## src/hw/wuo_regs.vh

```
// Register offsets, field positions and reset values of the wake-up on/off logic
`ifndef WUO_REGS_VH
`define WUO_REGS_VH

// ----------------------------------------------------------------
// Register offsets (byte addresses on the 8-bit register port)
// ----------------------------------------------------------------
`define WUO_ADDR_W           8
`define WUO_DATA_W           8
`define WUO_OFS_IRQ_MASK0    8'hE5
`define WUO_OFS_WAKE_FLAGS   8'hEC
`define WUO_OFS_WAKE_MODE    8'hED
`define WUO_OFS_WAKE_EDGE    8'hEE
`define WUO_OFS_WAKE_ENABLE  8'hEF
`define WUO_OFS_IRQ_PRIO0    8'hF0
`define WUO_OFS_IRQ_CLEAR    8'hF1
`define WUO_OFS_EVT_STATUS   8'hF2
`define WUO_OFS_EVT_MASK     8'hF3
`define WUO_OFS_LINE_STATUS  8'hF4

// ----------------------------------------------------------------
// Reset values
// ----------------------------------------------------------------
`define WUO_RST_WAKE         8'h00
`define WUO_RST_IRQ_MASK0    8'hFF
`define WUO_RST_IRQ_PRIO0    3'h0
`define WUO_RST_EVT          4'h0

// ----------------------------------------------------------------
// Field positions
// ----------------------------------------------------------------
`define WUO_MASK0_IRQ0_BIT   0
`define WUO_MASK0_IRQ5_BIT   5
`define WUO_MASK0_IRQ6_BIT   6
`define WUO_MASK0_IRQ7_BIT   7
`define WUO_PRIO_W           3
`define WUO_EVT_W            4
`define WUO_EVT_WAKE_BIT     0
`define WUO_EVT_EXT0_BIT     1
`define WUO_EVT_DED_BIT      2
`define WUO_EVT_OVL_BIT      3
`define WUO_CLEAR_IRQ0_CODE  8'h0A

// Pins that also carry a dedicated interrupt
`define WUO_PIN_IRQ5         0
`define WUO_PIN_IRQ6         1
`define WUO_PIN_IRQ7         4

`endif

```

## src/hw/wuo_edge_det.v

```verilog
// Per-pin edge detector with both-edge or single-edge selection for the wake-up inputs
`include "wuo_regs.vh"

module wuo_edge_det #(
  parameter WIDTH = 8
) (
  // Clock and reset
  input  wire             clock_in,
  input  wire             rstn_in,
  // Pin levels and trigger selection
  input  wire [WIDTH-1:0] level_in,
  input  wire [WIDTH-1:0] mode_in,
  input  wire [WIDTH-1:0] edge_in,
  // Edge hits, one-cycle pulses
  output wire [WIDTH-1:0] hit_out,
  output wire [WIDTH-1:0] rise_out,
  output wire [WIDTH-1:0] fall_out
);

  reg [WIDTH-1:0] prev_ff;
  reg             armed_ff;

  // ----------------------------------------------------------------
  // Previous level; no edge is reported on the first cycle after reset
  // ----------------------------------------------------------------
  always @(posedge clock_in or negedge rstn_in) begin
    if (!rstn_in) begin
      prev_ff  <= {WIDTH{1'b0}};
      armed_ff <= 1'b0;
    end else begin
      prev_ff  <= level_in;
      armed_ff <= 1'b1;
    end
  end

  genvar i;
  generate
    for (i = 0; i < WIDTH; i = i + 1) begin : g_pin
      wire rise;
      wire fall;
      assign rise        = armed_ff & level_in[i] & ~prev_ff[i];
      assign fall        = armed_ff & ~level_in[i] & prev_ff[i];
      assign rise_out[i] = rise;
      assign fall_out[i] = fall;
      // Mode 0 takes both edges and ignores the polarity bit
      assign hit_out[i]  = mode_in[i] ? (edge_in[i] ? rise : fall)
                                      : (rise | fall); // [RULE2] [RULE9] [RULE10] [RULE11]
    end
  endgenerate

endmodule

```

## src/hw/wuo_onoff.v

```verilog
// Wake-up on/off interrupt logic: eight edge-selectable wake inputs merged into interrupt 0
//
// Operation
// (RULE1) Eight wake inputs on the port pins; any may release standby.
// (RULE2) Each input picks both edges, rising only or falling only.
// (RULE3) Per-input enable bit: 0 blocks the input, 1 passes it.
// (RULE4) Any wake request raises the shared interrupt 0 request.
// (RULE5) Interrupt 0 from wake logic is still gated by priority and mask.
// (RULE6) Any enable bit set: interrupt 0 uses wake mode, ignores its pin.
// (RULE7) Software writes enable register to zero to use the dedicated pin.
// (RULE8) Flag register reads 1 per input with a pending request.
// (RULE9) Mode bit 0 triggers on both edges, 1 on one edge.
// (RULE10) In single-edge mode polarity bit 0 is falling, 1 rising.
// (RULE11) Mode bit 0 ignores the polarity bit and takes both edges.
// (RULE12) Detectors sample the real pin level whatever the pin function.
// (RULE13) Pins with dedicated and wake interrupts raise both when enabled.
// (RULE14) Reset clears all four wake registers to zero.
// (RULE15) Interrupt mask bits reset to 1; writing 0 blocks the source.
// (RULE16) Selected edge on enabled input sets its flag; writing 0 clears.
// (RULE17) Software masks, configures, clears request, waits three cycles, unmasks.
//
// The implementer's own choice: the address-and-strobe port.
`include "wuo_regs.vh"

module wuo_onoff #(
  parameter NUM_WAKE = 8
) (
  // Clock and reset
  input  wire                     clock_in,
  input  wire                     rstn_in,
  // Register port
  input  wire [`WUO_ADDR_W-1:0]   reg_addr_in,
  input  wire [`WUO_DATA_W-1:0]   reg_wdata_in,
  input  wire                     reg_wr_in,
  input  wire                     reg_rd_in,
  output wire [`WUO_DATA_W-1:0]   reg_rdata_out,
  // Port pins and dedicated interrupt 0 pin
  input  wire [NUM_WAKE-1:0]      wake_pin_in,
  input  wire                     ext_irq_zero_pin_in,
  // Interrupt requests towards the interrupt controller
  output wire                     shared_ext_irq_zero_out,
  output wire [`WUO_PRIO_W-1:0]   irq_zero_level_out,
  output wire                     dedicated_ext_irq_five_out,
  output wire                     dedicated_ext_irq_six_out,
  output wire                     dedicated_ext_irq_seven_out,
  // Standby release and status
  output wire                     standby_release_out,
  output wire                     wake_mode_active_out,
  output wire                     irq_out
);

  // ----------------------------------------------------------------
  // Reset synchroniser
  // ----------------------------------------------------------------
  reg rst_meta_ff;
  reg rst_sync_ff;

  always @(posedge clock_in or negedge rstn_in) begin
    if (!rstn_in) begin
      rst_meta_ff <= 1'b0;
      rst_sync_ff <= 1'b0;
    end else begin
      rst_meta_ff <= 1'b1;
      rst_sync_ff <= rst_meta_ff;
    end
  end

  wire rstn_sync;
  assign rstn_sync = rst_sync_ff;

  // ----------------------------------------------------------------
  // Registers
  // ----------------------------------------------------------------
  reg [NUM_WAKE-1:0]     wake_flag_bits_ff;
  reg [NUM_WAKE-1:0]     wake_mode_bits_ff;
  reg [NUM_WAKE-1:0]     wake_edge_bits_ff;
  reg [NUM_WAKE-1:0]     wake_enable_bits_ff;
  reg [`WUO_DATA_W-1:0]  irq_mask_group_zero_ff;
  reg [`WUO_PRIO_W-1:0]  irq_priority_zero_ff;
  reg                    irq_zero_pend_ff;
  reg [`WUO_EVT_W-1:0]   evt_status_ff;
  reg [`WUO_EVT_W-1:0]   evt_mask_ff;
  reg [`WUO_DATA_W-1:0]  rdata_ff;
  reg                    irq_zero_out_ff;
  reg [`WUO_PRIO_W-1:0]  level_out_ff;
  reg                    ded_five_ff;
  reg                    ded_six_ff;
  reg                    ded_seven_ff;
  reg                    standby_ff;
  reg                    wake_mode_ff;
  reg                    irq_ff;
  reg                    ext_prev_ff;
  reg                    ext_armed_ff;

  reg [NUM_WAKE-1:0]     nxt_wake_flag_bits;
  reg                    nxt_irq_zero_pend;
  reg [`WUO_EVT_W-1:0]   nxt_evt_status;
  reg [`WUO_DATA_W-1:0]  nxt_rdata;

  // ----------------------------------------------------------------
  // Address decode
  // ----------------------------------------------------------------
  wire wr_flags;
  wire wr_mode;
  wire wr_edge;
  wire wr_enable;
  wire wr_mask0;
  wire wr_prio;
  wire wr_clear;
  wire wr_evt_mask;
  wire rd_evt_status;

  assign wr_flags      = reg_wr_in & (reg_addr_in == `WUO_OFS_WAKE_FLAGS);
  assign wr_mode       = reg_wr_in & (reg_addr_in == `WUO_OFS_WAKE_MODE);
  assign wr_edge       = reg_wr_in & (reg_addr_in == `WUO_OFS_WAKE_EDGE);
  assign wr_enable     = reg_wr_in & (reg_addr_in == `WUO_OFS_WAKE_ENABLE);
  assign wr_mask0      = reg_wr_in & (reg_addr_in == `WUO_OFS_IRQ_MASK0);
  assign wr_prio       = reg_wr_in & (reg_addr_in == `WUO_OFS_IRQ_PRIO0);
  assign wr_clear      = reg_wr_in & (reg_addr_in == `WUO_OFS_IRQ_CLEAR);
  assign wr_evt_mask   = reg_wr_in & (reg_addr_in == `WUO_OFS_EVT_MASK);
  assign rd_evt_status = reg_rd_in & (reg_addr_in == `WUO_OFS_EVT_STATUS);

  // ----------------------------------------------------------------
  // Edge detection on the raw pin levels
  // ----------------------------------------------------------------
  // Pins are read whatever their port function, so an output pin toggled
  // by firmware can wake the part too.
  wire [NUM_WAKE-1:0] wake_hit;
  wire [NUM_WAKE-1:0] pin_rise;

  wuo_edge_det #(
    .WIDTH    (NUM_WAKE)
  ) u_edge (
    .clock_in (clock_in),
    .rstn_in  (rstn_sync),
    .level_in (wake_pin_in),          // [RULE12]
    .mode_in  (wake_mode_bits_ff),
    .edge_in  (wake_edge_bits_ff),
    .hit_out  (wake_hit),
    .rise_out (pin_rise),
    .fall_out ()
  );

  wire [NUM_WAKE-1:0] wake_set;
  wire                wake_any_set;
  wire                wake_mode;
  wire                ext_rise;

  assign wake_set     = wake_hit & wake_enable_bits_ff;    // [RULE3] [RULE16]
  assign wake_any_set = |wake_set;                         // [RULE1] [RULE4]
  assign wake_mode    = |wake_enable_bits_ff;              // [RULE6]
  // A pin that is already high when reset lifts is not taken as an edge;
  // the wake detector arms itself the same way.
  assign ext_rise     = ext_armed_ff & ext_irq_zero_pin_in & ~ext_prev_ff;

  // ----------------------------------------------------------------
  // Dedicated interrupts on the shared pins
  // ----------------------------------------------------------------
  // These run beside the wake path, so one edge can raise both requests.
  wire ded_five;
  wire ded_six;
  wire ded_seven;
  wire ded_hit_any;

  assign ded_five    = pin_rise[`WUO_PIN_IRQ5] & irq_mask_group_zero_ff[`WUO_MASK0_IRQ5_BIT];
  assign ded_six     = pin_rise[`WUO_PIN_IRQ6] & irq_mask_group_zero_ff[`WUO_MASK0_IRQ6_BIT];
  assign ded_seven   = pin_rise[`WUO_PIN_IRQ7] & irq_mask_group_zero_ff[`WUO_MASK0_IRQ7_BIT];
  assign ded_hit_any = ded_five | ded_six | ded_seven;                          // [RULE13]

  // ----------------------------------------------------------------
  // Next-state logic
  // ----------------------------------------------------------------
  always @* begin
    nxt_wake_flag_bits = wake_flag_bits_ff;
    if (wr_flags) begin
      // Writing 0 clears; a write of 1 leaves the bit as it is
      nxt_wake_flag_bits = wake_flag_bits_ff & reg_wdata_in[NUM_WAKE-1:0]; // [RULE16]
    end
    // An edge in the same cycle as the clear still lands
    nxt_wake_flag_bits = nxt_wake_flag_bits | wake_set;   // [RULE16] [RULE8]
  end

  // ----------------------------------------------------------------
  // Interrupt 0 pending request
  // ----------------------------------------------------------------
  always @* begin
    nxt_irq_zero_pend = irq_zero_pend_ff;
    if (wr_clear && (reg_wdata_in == `WUO_CLEAR_IRQ0_CODE)) begin
      nxt_irq_zero_pend = 1'b0;                            // [RULE17]
    end
    if (wake_mode) begin
      if (wake_any_set) begin
        nxt_irq_zero_pend = 1'b1;                          // [RULE4] [RULE6]
      end
    end else if (ext_rise) begin
      nxt_irq_zero_pend = 1'b1;
    end
  end

  // ----------------------------------------------------------------
  // Event status
  // ----------------------------------------------------------------
  wire [`WUO_EVT_W-1:0] evt_now;
  assign evt_now[`WUO_EVT_WAKE_BIT] = wake_any_set;
  assign evt_now[`WUO_EVT_EXT0_BIT] = ~wake_mode & ext_rise;
  assign evt_now[`WUO_EVT_DED_BIT]  = ded_hit_any;
  assign evt_now[`WUO_EVT_OVL_BIT]  = |(wake_set & wake_flag_bits_ff);

  always @* begin
    nxt_evt_status = evt_status_ff;
    if (rd_evt_status) begin
      nxt_evt_status = {`WUO_EVT_W{1'b0}};
    end
    nxt_evt_status = nxt_evt_status | evt_now;
  end

  // ----------------------------------------------------------------
  // Read data
  // ----------------------------------------------------------------
  always @* begin
    nxt_rdata = {`WUO_DATA_W{1'b0}};
    if (reg_addr_in == `WUO_OFS_WAKE_FLAGS) begin
      nxt_rdata = wake_flag_bits_ff;                       // [RULE8]
    end else if (reg_addr_in == `WUO_OFS_WAKE_MODE) begin
      nxt_rdata = wake_mode_bits_ff;
    end else if (reg_addr_in == `WUO_OFS_WAKE_EDGE) begin
      nxt_rdata = wake_edge_bits_ff;
    end else if (reg_addr_in == `WUO_OFS_WAKE_ENABLE) begin
      nxt_rdata = wake_enable_bits_ff;
    end else if (reg_addr_in == `WUO_OFS_IRQ_MASK0) begin
      nxt_rdata = irq_mask_group_zero_ff;
    end else if (reg_addr_in == `WUO_OFS_IRQ_PRIO0) begin
      nxt_rdata = {5'h00, irq_priority_zero_ff};
    end else if (reg_addr_in == `WUO_OFS_EVT_STATUS) begin
      nxt_rdata = {4'h0, evt_status_ff};
    end else if (reg_addr_in == `WUO_OFS_EVT_MASK) begin
      nxt_rdata = {4'h0, evt_mask_ff};
    end else if (reg_addr_in == `WUO_OFS_LINE_STATUS) begin
      nxt_rdata = {6'h00, wake_mode, irq_zero_pend_ff};
    end
  end

  // ----------------------------------------------------------------
  // Register updates
  // ----------------------------------------------------------------
  always @(posedge clock_in or negedge rstn_sync) begin
    if (!rstn_sync) begin
      wake_flag_bits_ff   <= `WUO_RST_WAKE;                // [RULE14]
      wake_mode_bits_ff   <= `WUO_RST_WAKE;                // [RULE14]
      wake_edge_bits_ff   <= `WUO_RST_WAKE;                // [RULE14]
      wake_enable_bits_ff <= `WUO_RST_WAKE;                // [RULE14]
    end else begin
      wake_flag_bits_ff <= nxt_wake_flag_bits;
      if (wr_mode) begin
        wake_mode_bits_ff <= reg_wdata_in[NUM_WAKE-1:0];   // [RULE9]
      end
      if (wr_edge) begin
        wake_edge_bits_ff <= reg_wdata_in[NUM_WAKE-1:0];   // [RULE10]
      end
      if (wr_enable) begin
        wake_enable_bits_ff <= reg_wdata_in[NUM_WAKE-1:0]; // [RULE3] [RULE7]
      end
    end
  end

  always @(posedge clock_in or negedge rstn_sync) begin
    if (!rstn_sync) begin
      irq_mask_group_zero_ff <= `WUO_RST_IRQ_MASK0;        // [RULE15]
      irq_priority_zero_ff   <= `WUO_RST_IRQ_PRIO0;
      evt_mask_ff            <= `WUO_RST_EVT;
    end else begin
      if (wr_mask0) begin
        irq_mask_group_zero_ff <= reg_wdata_in;            // [RULE15]
      end
      if (wr_prio) begin
        irq_priority_zero_ff <= reg_wdata_in[`WUO_PRIO_W-1:0];
      end
      if (wr_evt_mask) begin
        evt_mask_ff <= reg_wdata_in[`WUO_EVT_W-1:0];
      end
    end
  end

  always @(posedge clock_in or negedge rstn_sync) begin
    if (!rstn_sync) begin
      irq_zero_pend_ff <= 1'b0;
      evt_status_ff    <= `WUO_RST_EVT;
      rdata_ff         <= {`WUO_DATA_W{1'b0}};
      ext_prev_ff      <= 1'b0;
      ext_armed_ff     <= 1'b0;
    end else begin
      irq_zero_pend_ff <= nxt_irq_zero_pend;
      evt_status_ff    <= nxt_evt_status;
      // Read data stands only in the cycle after the strobe
      rdata_ff         <= reg_rd_in ? nxt_rdata : {`WUO_DATA_W{1'b0}};
      ext_prev_ff      <= ext_irq_zero_pin_in;             // [RULE12]
      ext_armed_ff     <= 1'b1;
    end
  end

  // ----------------------------------------------------------------
  // Output flops
  // ----------------------------------------------------------------
  // Level 0 counts as disabled, so a masked or unprioritised line never
  // reaches the core even with the request pending.
  always @(posedge clock_in or negedge rstn_sync) begin
    if (!rstn_sync) begin
      irq_zero_out_ff <= 1'b0;
      level_out_ff    <= `WUO_RST_IRQ_PRIO0;
      ded_five_ff     <= 1'b0;
      ded_six_ff      <= 1'b0;
      ded_seven_ff    <= 1'b0;
      standby_ff      <= 1'b0;
      wake_mode_ff    <= 1'b0;
      irq_ff          <= 1'b0;
    end else begin
      irq_zero_out_ff <= irq_zero_pend_ff
                         & irq_mask_group_zero_ff[`WUO_MASK0_IRQ0_BIT]
                         & (|irq_priority_zero_ff);        // [RULE5]
      level_out_ff    <= irq_priority_zero_ff;
      ded_five_ff     <= ded_five;                         // [RULE13]
      ded_six_ff      <= ded_six;                          // [RULE13]
      ded_seven_ff    <= ded_seven;                        // [RULE13]
      standby_ff      <= |(wake_flag_bits_ff & wake_enable_bits_ff); // [RULE1]
      wake_mode_ff    <= wake_mode;                        // [RULE6]
      irq_ff          <= |(nxt_evt_status & evt_mask_ff);
    end
  end

  // ----------------------------------------------------------------
  // Port drive
  // ----------------------------------------------------------------
  assign reg_rdata_out               = rdata_ff;
  assign shared_ext_irq_zero_out     = irq_zero_out_ff;
  assign irq_zero_level_out          = level_out_ff;
  assign dedicated_ext_irq_five_out  = ded_five_ff;
  assign dedicated_ext_irq_six_out   = ded_six_ff;
  assign dedicated_ext_irq_seven_out = ded_seven_ff;
  assign standby_release_out         = standby_ff;
  assign wake_mode_active_out        = wake_mode_ff;
  assign irq_out                     = irq_ff;

endmodule

```

## config.mk

```make
export PLATFORM = sky130hd
export DESIGN_NAME = wuo_onoff
export DESIGN_NICKNAME = d
export VERILOG_FILES = /design/src/hw/wuo_edge_det.v /design/src/hw/wuo_onoff.v
export VERILOG_INCLUDE_DIRS = /design/src /design/src/hw
export SDC_FILE = /design/constraint.sdc
export NUM_CORES = 1
export LEC_CHECK = 0
export BUFFER_PORTS_ARGS = -buffer_cell sky130_fd_sc_hd__buf_2
export CORE_MARGIN = 1
export CORE_UTILIZATION = 50
export CTS_BUF_LIST = sky130_fd_sc_hd__clkbuf_2 sky130_fd_sc_hd__clkbuf_4 sky130_fd_sc_hd__clkbuf_8
export CTS_CLUSTER_DIAMETER = 50
export CTS_CLUSTER_SIZE = 28
export DETAILED_ROUTE_END_ITERATION = 7
export PLACE_DENSITY = 0.73
export SLEW_MARGIN = 5
export SYNTH_ARGS = -nofsm -noshare
export SYNTH_HDL_FRONTEND = slang
export SYNTH_SLANG_ARGS = --single-unit
export TNS_END_PERCENT = 50
```

## constraint.sdc

```tcl
create_clock -name clock_in -period 4.9 [get_ports clock_in]
set_clock_uncertainty 0.15 [all_clocks]
set_input_delay 0.245 -clock clock_in [delete_from_list [all_inputs] [get_ports clock_in]]
set_output_delay 0.245 -clock clock_in [all_outputs]
set_load 0.05 [all_outputs]
```

=== Word level (Yosys, flattened, before mapping) ===
Index checks and enable logic that the tools add are counted.
W data, S select, Z words.

* Register bits after elaboration: 82
* Input port bits: 29
* Output and inout bits: 18
* Word-level logic and storage cells: 157

* Equality and inequality tests: 11
* Muxes and demuxes: 32
* Bitwise gates (word level): 84
* Reduce and logical (&&, ||, !) cells: 7

{| class="wikitable"
|+ Operators by type and width
! kind !! count
|-
| $eq A8 B8 Y1 const B || 10
|-
| $mux W8 || 7
|-
| $and A1 B1 Y1 || 49
|-
| $and A8 B8 Y8 || 4
|-
| $reduce_or A8 Y1 || 4
|-
| $mux W1 || 20
|-
| $not A1 Y1 || 18
|-
| $mux W4 || 4
|-
| $or A1 B1 Y1 || 10
|-
| $eq A8 B4 Y1 const B || 1
|-
| $or A8 B8 Y8 || 1
|-
| $and A4 B4 Y4 || 1
|-
| $or A4 B4 Y4 || 1
|-
| $reduce_or A4 Y1 || 1
|-
| $reduce_or A3 Y1 || 1
|-
| $mux W2 || 1
|-
| $logic_and A1 B1 Y1 || 1
|}

=== Depth between registers and ports, before layout ===
Gate-level depths: netlist (run 1).

* Depth in word-level cells: 11
* Mapped depth: 8
* Mapped depth without buffers: 6

=== Modules after synthesis ===
Synthesis (run 1) repeated with hierarchy kept, for this count alone.

* Cells, all modules: 371
* Area total of the unflattened synthesis: 4078.9 um^2

{| class="wikitable"
|+ Modules (own cells, without submodules)
! module !! times used !! cells an instance !! area each (um^2) !! seq. area each (um^2)
|-
| wuo_onoff || 1 || 292 || 3348.2 || 1861.8
|-
| wuo_edge_det || 1 || 79 || 730.7 || 225.2
|}

=== Least setup slack after synthesis (run 1) ===
Ideal clock, no wire load.

* Path type: reg2reg
* Start: register u_edge.prev_ff[0]
* End: register irq_ff (netlist: irq_out)
* Setup time: 126 ps
* Data arrival time: 1543 ps
* Required time: 4624 ps
* Slack: 3080 ps
* Stages on the path, launching flop included: 6
* Buffers on the path: 0
* Period minus slack after synthesis: 1820 ps
* Cell sequence: dfrtp_1 -> and4b_4 -> a2111oi_4 -> nand2_2 -> a221o_1 -> a221o_1

* Elaborated cells between the ends (all ways): 16
* Those cells by class: mux: 2; bitwise: 11; reduce/logical: 3

{| class="wikitable"
|+ RTL lines
! element !! line !! source
|-
| start, declared || wuo_edge_det.v:20 || <nowiki>reg [WIDTH-1:0] prev_ff;</nowiki>
|-
| start signal, assigned || wuo_edge_det.v:28 || <nowiki>prev_ff <= {WIDTH{1'b0}};</nowiki>
|-
| start signal, assigned || wuo_edge_det.v:31 || <nowiki>prev_ff <= level_in;</nowiki>
|-
| $not A1 Y1 || wuo_edge_det.v:41 || <nowiki>assign rise = armed_ff & level_in[i] & ~prev_ff[i];</nowiki>
|-
| $and A1 B1 Y1 || wuo_edge_det.v:41 ||
|-
| $and A1 B1 Y1 || wuo_onoff.v:165 || <nowiki>assign ded_five = pin_rise[`WUO_PIN_IRQ5] & irq_mask_group_zero_ff[`WUO_MASK0_IRQ5_BIT];</nowiki>
|-
| named net ded_five || wuo_onoff.v:160 || <nowiki>wire ded_five;</nowiki>
|-
| $or A1 B1 Y1 (2 in a row) || wuo_onoff.v:168 || <nowiki>assign ded_hit_any = ded_five | ded_six | ded_seven;</nowiki>
|-
| $or A4 B4 Y4 || wuo_onoff.v:214 || <nowiki>nxt_evt_status = nxt_evt_status | evt_now;</nowiki>
|-
| named net nxt_evt_status[2] || wuo_onoff.v:97 || <nowiki>reg [`WUO_EVT_W-1:0] nxt_evt_status;</nowiki>
|-
| $and A4 B4 Y4 || wuo_onoff.v:326 || <nowiki>irq_ff <= |(nxt_evt_status & evt_mask_ff);</nowiki>
|-
| $reduce_or A4 Y1 || wuo_onoff.v:326 ||
|-
| end signal, assigned || wuo_onoff.v:326 ||
|-
| end, declared || wuo_onoff.v:91 || <nowiki>reg irq_ff;</nowiki>
|}

The timed path passes the listed nets, and every way through them passes these cells.
A chain may end at the register's enable or synchronous reset.

=== Worst setup path after layout (run 1) ===
* Start: register u_edge.armed_ff
* End: register irq_ff (netlist: irq_out)

* Elaborated cells between the ends (all ways): 71
* Those cells by class: mux: 16; bitwise: 52; reduce/logical: 3

{| class="wikitable"
|+ RTL lines
! element !! line !! source
|-
| start, declared || wuo_edge_det.v:21 || <nowiki>reg armed_ff;</nowiki>
|-
| start signal, assigned || wuo_edge_det.v:29 || <nowiki>armed_ff <= 1'b0;</nowiki>
|-
| start signal, assigned || wuo_edge_det.v:32 || <nowiki>armed_ff <= 1'b1;</nowiki>
|-
| $and A1 B1 Y1 (2 in a row) || wuo_edge_det.v:41 ||
|-
| $and A1 B1 Y1 || wuo_onoff.v:166 || <nowiki>assign ded_six = pin_rise[`WUO_PIN_IRQ6] & irq_mask_group_zero_ff[`WUO_MASK0_IRQ6_BIT];</nowiki>
|-
| named net ded_six || wuo_onoff.v:161 || <nowiki>wire ded_six;</nowiki>
|-
| $or A1 B1 Y1 (2 in a row) || wuo_onoff.v:168 ||
|-
| $or A4 B4 Y4 || wuo_onoff.v:214 ||
|-
| named net nxt_evt_status[2] || wuo_onoff.v:97 ||
|-
| $and A4 B4 Y4 || wuo_onoff.v:326 ||
|-
| $reduce_or A4 Y1 || wuo_onoff.v:326 ||
|}

The timed path passes the listed nets, and every way through them passes these cells.

==> results of run 1 <==
-- layout make-up --
class / instances / share of cell area
clock buffer: 9 / 0.0275
clock inverter: 7 / 0.0261
timing repair buffer: 57 / 0.0749
multi-input combinational: 232 / 0.379
tap: 99 / 0.0275
sequential: 82 / 0.458
inverter: 9 / 0.00749
-- state kept, by name, indices dropped and copies added (netlist names) --
name / count
irq_mask_group_zero_ff: 8
u_edge.armed_ff: 1
shared_ext_irq_zero_out: 1
evt_status_ff: 4
dedicated_ext_irq_seven_out: 1
wake_mode_bits_ff: 8
irq_out: 1
rst_sync_ff: 1
irq_priority_zero_ff: 3
wake_enable_bits_ff: 8
irq_zero_level_out: 3
wake_edge_bits_ff: 8
reg_rdata_out: 8
dedicated_ext_irq_six_out: 1
u_edge.prev_ff: 8
ext_prev_ff: 1
rst_meta_ff: 1
wake_flag_bits_ff: 8
evt_mask_ff: 4
dedicated_ext_irq_five_out: 1
wake_mode_active_out: 1
standby_release_out: 1
irq_zero_pend_ff: 1
-- through the flow --
| stage | utilization | std cells | cell area [um2] | setup slack [ns] |
|---|---|---|---|---|
| after floorplan | - | 337 | 3880 | 2.31 |
| after global placement | 0.566 | 469 | 4170 | 2.46 |
| after detailed placement | 0.566 | 469 | 4170 | 2.37 |
| after CTS | 0.612 | 495 | 4510 | 2.58 |
| after global routing | 0.612 | 495 | 4510 | 2.49 |
| final | 0.612 | 495 | 4510 | 2.57 |
-- power groups by stage --
stage | logic [mW] | clock network (mW) | registers [mW]
floorplan | 0.0997 | 0 | 0.809
global placement | 0.167 | 0 | 0.807
detailed placement | 0.171 | 0 | 0.807
CTS | 0.178 | 0.594 | 0.795
global route | 0.197 | 0.623 | 0.804
finish | 0.179 | 0.583 | 0.795
-- cell usage after synthesis, types with 4 or more instances --
library cell / instances
dfrtp_1: 74
mux2_2: 40
o21ai_0: 26
nand2_1: 21
nand3_1: 17
nor2_1: 17
nand2b_1: 10
inv_1: 9
a221oi_1: 8
dfstp_2: 8
a21oi_1: 6
a22oi_1: 6
xor2_1: 6
buf_2: 5
xnor2_1: 5
and3_1: 4
clkbuf_1: 4
o211ai_1: 4
o221ai_1: 4
-- timing repair --
action | CTS | global route
hold buffers | 10 | 0
hold endpoints to repair | 11 | 0
resized for setup | 0 | 0
-- cells by family (layout without fill, tap and decap cells) --
| group | after synthesis | after routing | synth area share |
|---|---|---|---|
| compound gates | 81 | 81 | 0.153 |
| mux | 42 | 42 | 0.125 |
| other cells | 1 | 2 | 0.000968 |
| xor+xnor | 11 | 11 | 0.0249 |
| simple gates | 96 | 96 | 0.137 |
| flops | 82 | 82 | 0.532 |
| buf+inv | 23 | 82 | 0.0275 |
-- per-layer routing --
metal  up-vias  wire length (um)  part of all wire  GRT usage
met5         -                 0                 0          0
met4         0               350             0.034      0.112
met3        34               798             0.079     0.0770
met2       159              4750              0.47      0.413
met1      1532              4260              0.42      0.348
li1       1369                 -                 -          -
-- worst paths after layout --
check / slack [ns] / end / cells after the start
max: 2.57 / irq_out$_DFF_PN0_ / 5
min: 0.04 / rst_sync_ff$_DFF_PN0_ / 2
max reg2reg: 2.57 / irq_out$_DFF_PN0_ / 5
min reg2reg: 0.20 / rst_sync_ff$_DFF_PN0_ / 0
max in group asynchronous: 3.56 / irq_zero_level_out[1]$_DFF_PN0_ / 0
min in group clock_in: 0.07 / wake_edge_bits_ff[4]$_DFFE_PN0P_ / 2
==> results.toml, run 1 <==
[synthesis]
yosysTopAreaCell = "dfrtp_1"
yosysWarnings = 0
async_flop_share = 1.00
synth_edf_count = 0
ys_ff_latch = 82
synthFlopType = "dfrtp_1"
synth_cell_type_count = 57
synth_cells = 336
syn_avg_cell_area_um2 = 11.5
syn_area_mm2 = 0.00387
synth_area_leaders = "dfrtp_1, mux2_2, dfstp_2"
synth_top_area_frac = 0.478
ys_seq_area_frac = 0.532

[cells_and_area]
antenna_cells = 0
final_common_cell = "dfrtp_1"
ff_latch_area_mm2 = 0.00207
multi_input_comb_area_mm2 = 0.00171
nFillCells = 648
final_nets = 420
drive_above_1_share = 0.308
area_delta_synth_final_pct = 16.5
layout_common_cells = "dfrtp_1, buf_2, mux2_2"

[critical_path]
cp-startpoint = "u_edge.armed_ff$_DFF_PN0_"
r2r-start = "u_edge.armed_ff$_DFF_PN0_"
path_buf_inv = 0
arrival_ns = 2.43
worstPathCellList = "and4b_2 -> a2111oi_4 -> nand2_2 -> a221o_1 -> a221o_1"
slowest_delay_ns = 0.61
start_kind = "register"
worstPathMaxFanout = 13
cp_slowest_cell = "dfrtp_1"
required_ns = 5.00
path_delay_family = "compound AO/OA/AOI/OAI gates"
endpoint_kind = "register"
crit_top_cell = "a221o_1"
crit_type = "reg2reg"

[clock_tree]
cts.sinks = 82
clk_pin_slew_worst_paths_ns = 0.08
cts_buffer_depth = 2
htree_levels = 3
cts_tree = "built"
cts-root-buf = "clkbuf_8"
numCtsBuffers = 9
post_cts_buffers = 0
clk-insertion-delay-late_ns = 0.36

[power]
pwr-share-clk = 0.374
p_sw_mw = 0.414
p_int_mw = 1.14
p_leak_nw = 2.12
seqPwrFrac = 0.511
switching_share = 0.266
peakVddDrop_uv = 195
combPwrFrac = 0.115
power_density_mw_per_mm2 = 345
power.total_mw = 1.56

[die]
dieWidth_um = 90.0
die-area_mm2 = 0.00810
ios = 47
coreArea_mm2 = 0.00737
rows = 31
die_h_um = 90.0
start_util = 0.526

[global_route]
antenna_found_initial = 0
grt.total_usage = 0.266
grt-ovfl-total = 0
grt_start_max_net_pins = 81
grt_pass1_vias = 3104
grt_pass1_wl_um = 16400

[detailed_routing]
routed-via-count = 3094
drt-total-wl_um = 10200
drt-initial-drc-count = 320
avgRoutedWirePerCell_um = 20.5
post-route-drc-count = 0
dr.pass1.iters = 5
ant_nets = 0
viasPerCell = 6.25

[placement]
port_buffers = 46
gp_congestion = 0.940
dpl.hpwl_um = 6960

[sta]
final_max_slew_viol_count = 0
tightest_slew_ns = 1.02
holdWs_ns = 0.0352
grt_setup_unrepaired = "no"
finalSetupTns_ns = 0
max-slew-margin-rel = 0.320
max_freq_mhz = 428
setup_violations = 0
final_hold_viol_count = 0
period_share = 0.476
min_period_ns = 2.33

[flow_run]
drv_cap = 0

[worst_hold_path]
min_path_type = "in2async"

[run_status]
status = "finished clean"
(Power assumes the default switching activity.)
==> run 2, diff against run 1 <==
==> constraint.sdc (replaced) <==
create_clock -name clock_in -period 2.2 [get_ports clock_in]
set_clock_uncertainty 0.15 [all_clocks]
set_input_delay 0.11 -clock clock_in [delete_from_list [all_inputs] [get_ports clock_in]]
set_output_delay 0.11 -clock clock_in [all_outputs]
set_load 0.05 [all_outputs]
==> run 2 against run 1 <==
Effect of this change: first-iteration DRC count grew 27%; sequential power grew 120%; clock power grew 130%; worst hold slack lost 0.0020 ns; routed wire length grew 7.9%; combinational power grew to 2.6 times the previous value; via count grew 5.9%; flip-flop and latch count is the same; global-route usage grew 1.6 points; final area grew 5.7%; utilization grew 3.5 points; critical path depth is the same; largest power group unchanged; highest routed layer unchanged.
==> results.toml, run 2 (same netlist as run 1, synthesis figures left out) <==
[run_status]
status = "finished clean"

[global_route]
grt-ovfl-total = 0
grt_pass1_wl_um = 17300
grt_pass1_vias = 3213
antenna_found_initial = 0
grt.total_usage = 0.282
grt_start_max_net_pins = 47

[critical_path]
r2r-start = "u_edge.armed_ff$_DFF_PN0_"
cp_slowest_cell = "dfrtp_2"
worstPathCellList = "and4b_2 -> a2111oi_4 -> nand2_2 -> a221o_1 -> a221o_1"
ff2ff_path_depth = 5
reg2reg_to = "irq_out$_DFF_PN0_"
crit_top_cell = "a221o_1"
worstPathMaxFanout = 9
cp-startpoint = "u_edge.armed_ff$_DFF_PN0_"
crit_end = "irq_out$_DFF_PN0_"
slowest_delay_ns = 0.51
arrival_ns = 2.20
start_kind = "register"
endpoint_kind = "register"
r2r_setup_slack_ns = 0.09
crit_type = "reg2reg"
required_ns = 2.29

[detailed_routing]
drt-total-wl_um = 11000
drt-initial-drc-count = 405
ant_nets = 0
top_layer = "met4"
post-route-drc-count = 0
dr.pass1.iters = 7
viasPerCell = 6.24
wl_met3_um = 1050
met1_length_um = 4560
avgRoutedWirePerCell_um = 20.9
wl_met2_um = 5100
routed-via-count = 3276

[clock_tree]
cts_buffer_depth = 2
numCtsBuffers = 9
cts-root-buf = "clkbuf_8"
clk_pin_slew_worst_paths_ns = 0.08
htree_levels = 3
cts_tree = "built"
clk-insertion-delay-late_ns = 0.36
cts.sinks = 82

[sta]
tightest_slew_ns = 0.607
max-slew-margin-rel = 0.595
max_freq_mhz = 474
layout_setup_ws_ns = 0.0891
setup_violations = 0
period_share = 0.960
final_hold_viol_count = 0
final_max_slew_viol_count = 0
grt_setup_unrepaired = "no"
min_period_ns = 2.11
finalSetupTns_ns = 0

[placement]
port_buffers = 46
dpl.hpwl_um = 7680
gp_congestion = 0.906
place_ws_ns = 0.0762

[cells_and_area]
layout_common_cells = "dfrtp_1, buf_2, mux2_2"
nFillCells = 590
antenna_cells = 0
drive_above_1_share = 0.340
area_delta_synth_final_pct = 23.1
final_nets = 450
final_common_cell = "dfrtp_1"

[die]
die_h_um = 90.0
start_util = 0.526
dieWidth_um = 90.0
coreArea_mm2 = 0.00737
die-area_mm2 = 0.00810
rows = 31
ios = 47

[flow_run]
drv_cap = 0

[power]
peakVddDrop_uv = 493
power_density_mw_per_mm2 = 742
p_leak_nw = 2.25

[worst_hold_path]
min_path_type = "in2reg"
[run 2: power by group]
part           total [mW]  switching, mW  internal, mW
logic               0.461          0.266         0.194
clock network        1.32          0.547         0.770
registers            1.76          0.134          1.63
total                3.54          0.947          2.59
[run 2: cell type report]
class | instances | area, um2 | area share
multi-input cells | 232 | 1710 | 0.359
inverters | 9 | 33.8 | 0.00708
well taps | 99 | 124 | 0.0260
flip-flops and latches | 82 | 2070 | 0.433
repair buffers | 87 | 586 | 0.123
clock inverters | 6 | 115 | 0.0241
clock buffers | 10 | 131 | 0.0276
[run 2: worst min-delay path by stage]
stage               cells after the start       startpoint                            endpoint  slack (ns)
global route                            2  reg_wdata_in[2]    wake_mode_bits_ff[2]$_DFFE_PN0P_        0.02
CTS                                     2  reg_wdata_in[2]    wake_mode_bits_ff[2]$_DFFE_PN0P_        0.01
floorplan                               0          rstn_in               rst_meta_ff$_DFF_PN0_       -0.34
global placement                        1          rstn_in               rst_meta_ff$_DFF_PN0_       -0.26
finish                                  2  reg_wdata_in[2]  wake_enable_bits_ff[2]$_DFFE_PN0P_        0.03
detailed placement                      1          rstn_in               rst_meta_ff$_DFF_PN0_       -0.25
[run 2: critical path, delay by kind of cell, from the launching register on]
family	cells	cell delay, ns
AO/OA/AOI/OAI	3	0.95
flip-flops	1	0.51
AND/OR/NAND/NOR	2	0.38
[run 2: routing by layer]
metal,vias up,GRT usage
met5,-,0
met4,0,0.0847
met3,35,0.0778
met2,208,0.438
met1,1602,0.386
li1,1431,-
[run 2: timing repair]
action                                  CTS  global route
gates resized for setup                   0             2
endpoints found under the setup margin    0             2
hold buffers                             19             0
hold endpoints to repair                 47             0
buffers inserted                          0             0
[run 2: through the flow]
step / instances / power [mW] / hold WS [ns] / util / instance area, um2
2_1_floorplan: 337 / 2.02 / -0.336 / - / 3880
3_3_place_gp: 490 / 2.20 / -0.255 / 0.587 / 4330
3_5_place_dp: 490 / 2.21 / -0.253 / 0.587 / 4330
4_1_cts: 525 / 3.55 / 0.0139 / 0.647 / 4760
5_1_grt: 525 / 3.67 / 0.0218 / 0.647 / 4770
6_report: 525 / 3.54 / 0.0332 / 0.647 / 4770
